## src/oss_consts.svh

```systemverilog
/*
  Offsets, field positions, reset values and timing counts for the
  oscillator source select block.
  Assumes inclusion by bare name from the design files.
*/
`ifndef OSS_CONSTS_SVH
`define OSS_CONSTS_SVH

// ****************************************
// Register map
// ****************************************
`define OSS_CTRL_OFFSET 8'h00
`define OSS_BIT_SEL_LOW 0
`define OSS_BIT_SEL_HIGH 1
`define OSS_BIT_FLAG_CLR 2
`define OSS_BIT_PEND 3
`define OSS_BIT_IRQ_EN 7

// ****************************************
// Reset values
// ****************************************
`define OSS_RST_SEL_LOW 1'b0
`define OSS_RST_SEL_HIGH 1'b1
`define OSS_RST_IRQ_EN 1'b1

// ****************************************
// Settling counts software should honour
// ****************************************
`define OSS_EXT_SETTLE_CYC 4096
`define OSS_INT_SETTLE_CYC 16

`endif

```

## src/oss_pkg.sv

```systemverilog
/*
  Types for the oscillator source select block.
  Assumes nothing of its surroundings.
*/
package oss_pkg;

  // Which oscillator currently feeds the bus clock
  typedef enum logic [0:0] {
    OSS_MUX_INT = 1'b0,
    OSS_MUX_EXT = 1'b1
  } oss_mux_e;

endpackage : oss_pkg

```

## src/oss_top.sv

```systemverilog
/*
  Oscillator source select with the irq status and control register,
  reached over AHB-Lite.
  Assumes: one 25 MHz clock, both oscillator outputs and the irq pin
  arrive asynchronously, stop_mode comes from logic on the same clock.
*/
// Our own choices: the AHB-Lite register port and the address map.
`timescale 1ns/1ns
`include "oss_consts.svh"

// Operation
// - Reset: select low clear, high set
// - After reset internal clocks bus, external off
// - Decode two select bits per table
// - Low select zero keeps external off
// - Both bits: external runs, internal clocks
// - Irq enable readable, writable, gates requests
// - Pending flag read-only, set by requests
// - Writing clear bit drops pending flag
// - Reset sets irq enable
// - Stop halts oscillators, keeps select bits
module oss_top (
  // Clock and reset
  input wire logic clock,
  input wire logic rst_n,
  // AHB-Lite slave
  input wire logic hsel,
  input wire logic [7:0] haddr,
  input wire logic [1:0] htrans,
  input wire logic hwrite,
  input wire logic [2:0] hsize,
  input wire logic [31:0] hwdata,
  input wire logic hready,
  output logic hreadyout,
  output logic hresp,
  output logic [31:0] hrdata,
  // Oscillator pins and control
  input wire logic internal_lowpower_osc,
  input wire logic external_pin_osc,
  input wire logic stop_mode,
  output logic int_osc_enable,
  output logic ext_osc_enable,
  output logic clk_sel_ext,
  output logic cpu_clk,
  // External interrupt
  input wire logic ext_irq_n,
  output logic ext_irq_request
);

  // ****************************************
  // Input synchronisers
  // ****************************************
  logic [2:0] sync_a; // First stage, read only by sync_b
  logic [2:0] sync_b; // Safe levels: irq_n, ext osc, int osc
  logic irq_prev; // Previous irq level for edge detect

  // Two flops per pin, no logic on the first stage
  always_ff @(posedge clock or negedge rst_n) begin
    if (!rst_n) begin
      sync_a <= 3'h4; // Oscs rest low while halted, irq pin idles high
      sync_b <= 3'h4; // A high osc stage here would fake a clock pulse
      irq_prev <= 1'b1;
    end else begin
      sync_a <= {ext_irq_n, external_pin_osc, internal_lowpower_osc};
      sync_b <= sync_a;
      irq_prev <= sync_b[2];
    end
  end

  logic int_s; // Synchronised internal oscillator level
  logic ext_s; // Synchronised external oscillator level
  logic irq_fall; // Falling edge of the active-low irq pin
  assign int_s = sync_b[0];
  assign ext_s = sync_b[1];
  assign irq_fall = irq_prev && !sync_b[2];

  // ****************************************
  // AHB-Lite address and data phase
  // ****************************************
  logic wr_pend; // Write data phase to the control register
  logic next_wr_pend;
  logic [31:0] next_hrdata;
  logic addr_hit; // Address phase aimed at the control register
  logic take; // Address phase accepted this edge

  // Zero wait states, always OKAY
  assign hreadyout = 1'b1;
  assign hresp = 1'b0;
  assign take = hsel && htrans[1] && hready;
  assign addr_hit = (haddr == `OSS_CTRL_OFFSET);

  // ****************************************
  // Control register state
  // ****************************************
  logic osc_select_low;
  logic osc_select_high;
  logic ext_irq_enable;
  logic ext_irq_pending_flag;
  logic stop_prev; // Last stop level, to catch entry
  logic next_osc_select_low;
  logic next_osc_select_high;
  logic next_ext_irq_enable;
  logic next_ext_irq_pending_flag;
  logic ext_irq_flag_clear; // Write of one to the clear bit
  logic stop_entry; // First cycle of stop

  assign ext_irq_flag_clear = wr_pend && hwdata[`OSS_BIT_FLAG_CLR];
  assign stop_entry = stop_mode && !stop_prev;

  // Next register values; read data uses them so a read right after a
  // write sees the written value
  always_comb begin
    next_osc_select_low = osc_select_low;
    next_osc_select_high = osc_select_high;
    next_ext_irq_enable = ext_irq_enable;
    next_ext_irq_pending_flag = ext_irq_pending_flag;
    if (wr_pend) begin
      next_osc_select_low = hwdata[`OSS_BIT_SEL_LOW];
      next_osc_select_high = hwdata[`OSS_BIT_SEL_HIGH];
      next_ext_irq_enable = hwdata[`OSS_BIT_IRQ_EN];
    end
    // Stop opens external interrupts so the pin can wake the part
    if (stop_entry) begin
      next_ext_irq_enable = 1'b1;
    end
    if (ext_irq_flag_clear) begin
      next_ext_irq_pending_flag = 1'b0;
    end
    // Set wins over clear so no request is lost
    if (irq_fall && ext_irq_enable) begin
      next_ext_irq_pending_flag = 1'b1;
    end
    next_wr_pend = take && hwrite && addr_hit;
    next_hrdata = 32'h0;
    if (take && !hwrite && addr_hit) begin
      // Clear bit is write-only and reads zero
      next_hrdata[`OSS_BIT_SEL_LOW] = next_osc_select_low;
      next_hrdata[`OSS_BIT_SEL_HIGH] = next_osc_select_high;
      next_hrdata[`OSS_BIT_PEND] = next_ext_irq_pending_flag;
      next_hrdata[`OSS_BIT_IRQ_EN] = next_ext_irq_enable;
    end
  end

  // Register the control state
  always_ff @(posedge clock or negedge rst_n) begin
    if (!rst_n) begin
      osc_select_low <= `OSS_RST_SEL_LOW;
      osc_select_high <= `OSS_RST_SEL_HIGH;
      ext_irq_enable <= `OSS_RST_IRQ_EN;
      ext_irq_pending_flag <= 1'b0;
      stop_prev <= 1'b0;
      wr_pend <= 1'b0;
      hrdata <= 32'h0;
    end else begin
      osc_select_low <= next_osc_select_low;
      osc_select_high <= next_osc_select_high;
      ext_irq_enable <= next_ext_irq_enable;
      ext_irq_pending_flag <= next_ext_irq_pending_flag;
      stop_prev <= stop_mode;
      wr_pend <= next_wr_pend;
      hrdata <= next_hrdata;
    end
  end

  assign ext_irq_request = ext_irq_pending_flag && ext_irq_enable;

  // ****************************************
  // Oscillator enables and selection decode
  // ****************************************
  logic want_ext; // Only the low-only code clocks from external

  // Stop kills both oscillators but leaves the select bits alone
  assign want_ext = osc_select_low && !osc_select_high;
  assign ext_osc_enable = osc_select_low && !stop_mode;
  assign int_osc_enable = !want_ext && !stop_mode;

  // ****************************************
  // Glitch-free clock multiplexer
  // ****************************************
  oss_pkg::oss_mux_e mux_state;
  oss_pkg::oss_mux_e next_mux_state;
  logic next_cpu_clk;
  logic src_lvl; // Level of the source now in use
  logic tgt_lvl; // Level of the source software asks for

  assign src_lvl = (mux_state == oss_pkg::OSS_MUX_EXT) ? ext_s : int_s;
  assign tgt_lvl = want_ext ? ext_s : int_s;

  // Hand over only while output and new source are both low, so no runt
  // pulse appears; a source that never toggles will hold the clock low,
  // which is why software waits for settling first
  always_comb begin
    next_mux_state = mux_state;
    next_cpu_clk = src_lvl;
    case (mux_state)
      oss_pkg::OSS_MUX_INT: begin
        if (want_ext && !cpu_clk && !tgt_lvl) begin
          next_mux_state = oss_pkg::OSS_MUX_EXT;
          next_cpu_clk = 1'b0;
        end
      end
      oss_pkg::OSS_MUX_EXT: begin
        if (!want_ext && !cpu_clk && !tgt_lvl) begin
          next_mux_state = oss_pkg::OSS_MUX_INT;
          next_cpu_clk = 1'b0;
        end
      end
      default: begin
        next_mux_state = oss_pkg::OSS_MUX_INT;
        next_cpu_clk = 1'b0;
      end
    endcase
    if (stop_mode) begin
      next_cpu_clk = 1'b0;
    end
  end

  // Register the mux
  always_ff @(posedge clock or negedge rst_n) begin
    if (!rst_n) begin
      mux_state <= oss_pkg::OSS_MUX_INT;
      cpu_clk <= 1'b0;
    end else begin
      mux_state <= next_mux_state;
      cpu_clk <= next_cpu_clk;
    end
  end

  assign clk_sel_ext = (mux_state == oss_pkg::OSS_MUX_EXT);

  // ****************************************
  // Assertions
  // ****************************************
  chk_reset_select: assert property (@(posedge clock)
    $rose(rst_n) |-> !osc_select_low && osc_select_high)
    else $error("select bits wrong after reset");

  chk_reset_clock: assert property (@(posedge clock)
    $rose(rst_n) |-> !clk_sel_ext && !ext_osc_enable &&
      (int_osc_enable || stop_mode))
    else $error("internal oscillator not chosen after reset");

  chk_reset_irq_en: assert property (@(posedge clock)
    $rose(rst_n) |-> ext_irq_enable)
    else $error("irq enable not set after reset");

  chk_decode_ext: assert property (@(posedge clock) disable iff (!rst_n)
    osc_select_low && !osc_select_high && !stop_mode |->
      ext_osc_enable && !int_osc_enable)
    else $error("external-only code decoded wrongly");

  chk_ext_off_low: assert property (@(posedge clock) disable iff (!rst_n)
    !osc_select_low |-> !ext_osc_enable)
    else $error("external oscillator on with low select clear");

  chk_both_run: assert property (@(posedge clock) disable iff (!rst_n)
    osc_select_low && osc_select_high && !stop_mode |->
      ext_osc_enable && int_osc_enable && !want_ext)
    else $error("both-set code decoded wrongly");

  chk_pend_set: assert property (@(posedge clock) disable iff (!rst_n)
    irq_fall && ext_irq_enable |=> ext_irq_pending_flag)
    else $error("request lost");

  chk_pend_gate: assert property (@(posedge clock) disable iff (!rst_n)
    !ext_irq_pending_flag && !(irq_fall && ext_irq_enable) |=>
      !ext_irq_pending_flag)
    else $error("pending set without an enabled request");

  chk_pend_clear: assert property (@(posedge clock) disable iff (!rst_n)
    ext_irq_flag_clear && !(irq_fall && ext_irq_enable) |=>
      !ext_irq_pending_flag)
    else $error("clear bit did not drop pending flag");

  chk_stop_keep: assert property (@(posedge clock) disable iff (!rst_n)
    stop_mode && !wr_pend |=> $stable(osc_select_low) &&
      $stable(osc_select_high) && !cpu_clk)
    else $error("stop changed select bits or let clock run");

  chk_clk_switch: assert property (@(posedge clock) disable iff (!rst_n)
    mux_state != $past(mux_state) |-> !cpu_clk && !$past(cpu_clk))
    else $error("source switched while clock high");

  cov_to_ext: cover property (@(posedge clock) disable iff (!rst_n)
    $rose(clk_sel_ext));
  cov_back_int: cover property (@(posedge clock) disable iff (!rst_n)
    $fell(clk_sel_ext));
  cov_both_set: cover property (@(posedge clock) disable iff (!rst_n)
    osc_select_low && osc_select_high);
  cov_irq_served: cover property (@(posedge clock) disable iff (!rst_n)
    ext_irq_pending_flag ##1 !ext_irq_pending_flag);

endmodule : oss_top

```

## config.mk

```make
export PLATFORM = sky130hd
export DESIGN_NAME = oss_top
export DESIGN_NICKNAME = d
export VERILOG_FILES = /design/src/oss_pkg.sv /design/src/oss_top.sv
export VERILOG_INCLUDE_DIRS = /design/src
export SDC_FILE = /design/constraint.sdc
export NUM_CORES = 1
export LEC_CHECK = 0
export ABC_AREA = 1
export BUFFER_PORTS_ARGS = -buffer_cell sky130_fd_sc_hd__clkbuf_2
export CELL_PAD_IN_SITES_DETAIL_PLACEMENT = 1
export CELL_PAD_IN_SITES_GLOBAL_PLACEMENT = 1
export CORE_ASPECT_RATIO = 0.75
export CORE_MARGIN = 2
export CORE_UTILIZATION = 25
export DETAILED_ROUTE_END_ITERATION = 10
export GPL_TIMING_DRIVEN = 0
export PLACE_DENSITY_LB_ADDON = 0.1
export SLEW_MARGIN = 20
export SYNTH_ARGS = -nofsm -noshare
export SYNTH_HDL_FRONTEND = slang
export SYNTH_SLANG_ARGS = --single-unit
```

## constraint.sdc

```tcl
create_clock -name clock -period 1.5 [get_ports clock]
set_clock_uncertainty 0.05 [all_clocks]
set_input_delay 0.075 -clock clock [delete_from_list [all_inputs] [get_ports clock]]
set_output_delay 0.075 -clock clock [all_outputs]
set_load 0.03 [all_outputs]
```

# After elaboration in Yosys (flattened, before gate mapping)
# Cells that the tools add are included.
# totals
register_bits,19
latch_bits,0
ramBits,0
romBits,0
input_bits,54
output_inout_bits,39
elab_cells,58
memories,0
# op_classes
addsub,0
multipliers,0
div,0
n_lt_le_gt_ge,0
n_eq_ne,0
shift,0
muxes,18
bitwise,1
reduce_logical,27
# ops
op,n
$logic_and 1x1->1,18
$mux 1,15
$logic_not 1->1,8
$logic_not 8->1,1
$pmux 1 s2,2
$mux 2,1
$not 1->1,1

# Longest topological paths before layout
# logic_depth
ltp_word,8
mapped_depth,6
depth_no_buf,6

# Worst setup path after synthesis
# Ideal clock, no wire load.
# synth_path
kind,reg-to-output
from,register osc_select_high
to,output int_osc_enable
arrival_ns,0.962
required_time_ns,1.375
slack_ns,0.413
path_stages_with_launch,3
path_buffers,0
path_cell_list,dfstp_2 -> nor2_1 -> nor2_1
# synth_between
elab_chain_cells,4
# synth_rtl
element,line_no,rtl
from (decl),oss_top.sv:96,logic osc_select_high;
from (signal assigned),oss_top.sv:148,osc_select_high <= `OSS_RST_SEL_HIGH;
from (signal assigned),oss_top.sv:156,osc_select_high <= next_osc_select_high;
$logic_not 1->1,oss_top.sv:173,assign want_ext = osc_select_low && !osc_select_high;
$logic_and 1x1->1,oss_top.sv:173,
$logic_not 1->1,oss_top.sv:175,assign int_osc_enable = !want_ext && !stop_mode;
$logic_and 1x1->1,oss_top.sv:175,
to (decl),oss_top.sv:41,"output logic int_osc_enable,"
# No other way between the ends.

# Worst setup path after layout
# Same ends and word-level chain as after synthesis.

==> impl_metrics.xml <==
<?xml version="1.0" encoding="UTF-8"?>
<metrics>
  <group name="power_and_ir_drop">
    <metric name="cellLeakagePower" unit="uW">0.000826</metric>
    <metric name="power.ir.vdd_worst" unit="mV">0.303</metric>
    <metric name="cellPowerDensity" unit="nW/um^2">815</metric>
  </group>
  <group name="sta">
    <metric name="holdWs" unit="ns">0.0495</metric>
    <metric name="timing.final.setup_violations" unit="">0</metric>
    <metric name="grt_setup_unrepaired" unit="">false</metric>
    <metric name="timing_max_transition_violations_final" unit="">0</metric>
    <metric name="postLayoutSetupSlackWorst" unit="ns">0.227</metric>
    <metric name="final_hold_viol_count" unit="">0</metric>
    <metric name="final.setup.tns" unit="ns">0</metric>
    <metric name="timing.final.crit_period" unit="ns">1.27</metric>
    <metric name="fmax" unit="MHz">786</metric>
    <metric name="timing.final.crit_share" unit="">0.849</metric>
  </group>
  <group name="global_route">
    <metric name="grt_start_max_net_pins" unit="">20</metric>
    <metric name="first_global_vias" unit="">731</metric>
    <metric name="groute.usage.overall" unit="">0.0904</metric>
    <metric name="grt_pass1_wl" unit="microns">2950</metric>
    <metric name="grt_antenna_before_repair" unit="">0</metric>
    <metric name="overflow" unit="">0</metric>
  </group>
  <group name="route">
    <metric name="route.antenna.remaining_nets" unit="">0</metric>
    <metric name="wl_met1" unit="microns">725</metric>
    <metric name="highest_layer" unit="">met4</metric>
    <metric name="viasPerCell" unit="">3.39</metric>
    <metric name="drt-total-wl" unit="microns">1870</metric>
    <metric name="routed_length_on_met2" unit="microns">918</metric>
    <metric name="vias" unit="">772</metric>
    <metric name="post_drt_wl_per_cell" unit="microns">8.20</metric>
    <metric name="drc" unit="">0</metric>
    <metric name="drt_iter0_markers" unit="">34</metric>
    <metric name="met3_wirelength" unit="microns">203</metric>
    <metric name="drt-pass1-iter-count" unit="">4</metric>
  </group>
  <group name="layout">
    <metric name="share_of_post_route_cells_with_drive_strength_above_1" unit="">0.398</metric>
    <metric name="instances_no_fill" unit="">228</metric>
    <metric name="design.final.nets" unit="">231</metric>
    <metric name="number_of_antenna_repair_diodes" unit="">0</metric>
    <metric name="area_growth_syn_to_layout" unit="%">44.9</metric>
  </group>
  <group name="setup_path">
    <metric name="slowest_cp_cell" unit="">sky130_fd_sc_hd__dfstp_2</metric>
    <metric name="critical_path.startpoint" unit="">osc_select_high</metric>
    <metric name="path_cells" unit="">nor2_1 &gt; nor2_1 &gt; clkbuf_2</metric>
    <metric name="crit_type" unit="">reg2out</metric>
    <metric name="required_worst_endpoint" unit="ns">1.37</metric>
    <metric name="critPathLaunchType" unit="">flop</metric>
    <metric name="critical_path.most_common_cell" unit="">sky130_fd_sc_hd__nor2_1</metric>
    <metric name="timing.rr.start" unit="">ext_irq_enable</metric>
    <metric name="end_kind" unit="">primary output</metric>
    <metric name="critical-path-top-delay-family" unit="">flip-flops</metric>
    <metric name="worst_path_largest_cell_delay" unit="ns">0.55</metric>
    <metric name="critPathArrivalTime" unit="ns">1.15</metric>
    <metric name="timing.critical_path.buf_inv" unit="">1</metric>
    <metric name="peak_fanout_along_the_critical_path" unit="">3</metric>
  </group>
  <group name="synthesis">
    <metric name="post-synth-top-count-cell" unit="">sky130_fd_sc_hd__buf_4</metric>
    <metric name="postSynthRegisterBits" unit="">19</metric>
    <metric name="leading_register_cell_type_out_of_synthesis" unit="">sky130_fd_sc_hd__dfrtp_1</metric>
    <metric name="synth-edff-count" unit="">0</metric>
    <metric name="synth.area.top_cells" unit="">sky130_fd_sc_hd__dfrtp_1, sky130_fd_sc_hd__buf_4, sky130_fd_sc_hd__dfstp_2, sky130_fd_sc_hd__nor2_1, sky130_fd_sc_hd__inv_1</metric>
    <metric name="synth_area" unit="sq um">947</metric>
    <metric name="postSynth.asyncResetShare" unit="">1.00</metric>
    <metric name="synth.yosys.warnings" unit="">0</metric>
    <metric name="synth.avg_cell_area" unit="sq um">8.77</metric>
    <metric name="netlist-cell-type-count" unit="">15</metric>
    <metric name="synth_top_cell_by_area" unit="">sky130_fd_sc_hd__dfrtp_1</metric>
    <metric name="synth.cells.most_frequent" unit="">sky130_fd_sc_hd__buf_4, sky130_fd_sc_hd__nor2_1, sky130_fd_sc_hd__dfrtp_1</metric>
    <metric name="syn-instance-count" unit="">108</metric>
    <metric name="portion_of_synthesized_cell_area_occupied_by_the_leading_cell_type" unit="">0.370</metric>
    <metric name="synth-seq-area-share" unit="">0.509</metric>
  </group>
  <group name="clocking">
    <metric name="cts_tree" unit="">done</metric>
    <metric name="maximum_count_of_clock_buffers_along_a_single_path" unit="">2</metric>
    <metric name="path_clk_slew" unit="ns">0.07</metric>
    <metric name="buffers_inserted_during_post_cts_setup_optimization" unit="">0</metric>
    <metric name="cts_buffers" unit="">3</metric>
    <metric name="clkLatencyLatePin" unit="ns">0.25</metric>
    <metric name="tritoncts_num_sinks" unit="">19</metric>
    <metric name="htree_num_levels" unit="">1</metric>
    <metric name="clock_tree.root_cell" unit="">sky130_fd_sc_hd__clkbuf_8</metric>
  </group>
  <group name="floorplan">
    <metric name="num_io_pins" unit="">93</metric>
    <metric name="die_h" unit="microns">57.3</metric>
    <metric name="floorplan.core_area" unit="sq um">3640</metric>
    <metric name="die_width" unit="microns">75.1</metric>
    <metric name="fp.dieArea" unit="sq um">4300</metric>
    <metric name="initial_utilization" unit="">0.260</metric>
    <metric name="site_rows" unit="">19</metric>
  </group>
  <group name="place">
    <metric name="dp.final_hpwl" unit="microns">1540</metric>
    <metric name="gp_routability_congestion" unit="">0.718</metric>
    <metric name="place_worst_setup_slack" unit="ns">0.437</metric>
    <metric name="dp_cells" unit="">218</metric>
    <metric name="io_buffer_count" unit="">30</metric>
  </group>
  <group name="flow_run">
    <metric name="maxCapViolCount" unit="">0</metric>
  </group>
  <group name="worst_hold_path">
    <metric name="hold_path_origin" unit="">hwdata[2]</metric>
    <metric name="min_path_type" unit="">in2reg</metric>
  </group>
  <group name="status">
    <metric name="status" unit="">finished clean</metric>
  </group>
</metrics>
[path summary, 6_finish.rpt]
path / to / slack, ns / cells past startpoint
max in group asynchronous: osc_select_high / 0.79 / 2
min in group asynchronous: clk_sel_ext / 0.26 / 2
worst max-delay path: int_osc_enable / 0.23 / 3
worst max register to register: hrdata[3] / 0.43 / 6
worst min register to register: sync_b[1] / 0.30 / 0
worst min-delay path: ext_irq_pending_flag / 0.05 / 4
[placed cells by master (no fill, tap or decap), types with 5 or more instances in the layout]
cell and count:
sky130_fd_sc_hd__nand2_1 13, sky130_fd_sc_hd__buf_4 30, sky130_fd_sc_hd__dfrtp_1 14, sky130_fd_sc_hd__dfstp_2 5, sky130_fd_sc_hd__dlygate4sd3_1 6, sky130_fd_sc_hd__conb_1 30
sky130_fd_sc_hd__inv_1 13, sky130_fd_sc_hd__clkbuf_2 30, sky130_fd_sc_hd__nor2_1 19
[cell families (layout without fill, tap and decap cells)]
family	after synthesis	after routing	synth area share
flip-flops	19	19	0.509
buffers and inverters	44	84	0.293
AO/OA/AOI/OAI	4	4	0.0211
other	2	30	0.00793
AND/OR/NAND/NOR	39	39	0.169
[timing repair]
| action | 4_1_cts | 5_1_grt |
|---|---|---|
| gates resized for setup | 0 | 0 |
| endpoints found under the hold margin | 19 | 0 |
| hold buffers | 6 | 0 |
[tightest hold or removal path: cells and delay by family]
family | cells | cell delay, ns
buffers and inverters | 1 | 0.08
and+or+nand+nor | 3 | 0.15
[through the flow]
| stage | util | area [sq um] | total power (uW) |
|---|---|---|---|
| final | 0.377 | 1370 | 1120 |
| after global routing | 0.377 | 1370 | 1170 |
| after CTS | 0.377 | 1370 | 1130 |
| after detailed placement | 0.348 | 1270 | 771 |
| after global placement | 0.348 | 1270 | 768 |
| after floorplan | - | 1050 | 726 |
[routing by layer]
| metal | track usage | up-vias |
|---|---|---|
| li1 | - | 392 |
| met1 | 0.105 | 338 |
| met2 | 0.159 | 40 |
| met3 | 0.0194 | 2 |
| met4 | 0.0383 | 0 |
| met5 | 0 | - |
[layout make-up]
cell class / count / area (sq um)
Fill cell: 460 / 2260
Sequential cell: 19 / 482
Multi-Input combinational cell: 73 / 293
Buffer: 30 / 225
Timing Repair Buffer: 36 / 210
Tap cell: 52 / 65.1
Inverter: 14 / 52.6
Clock buffer: 4 / 45.0
[power by group]
part           total, uW  switching, uW  internal [uW]
Clock                342            154            188
Combinational        240            148           91.9
Sequential           536           6.37            530
Total               1120            309            810
[sequential cells by signal, summed over array words and instances, names as in the netlist]
signal and cells:
cpu_clk 1, osc_select_low 1, sync_b 3, hrdata 4, stop_prev 1, clk_sel_ext 1, wr_pend 1, osc_select_high 1
irq_prev 1, ext_irq_pending_flag 1, ext_irq_enable 1, sync_a 3
No activity file was read; power rests on OpenSTA's default activity.
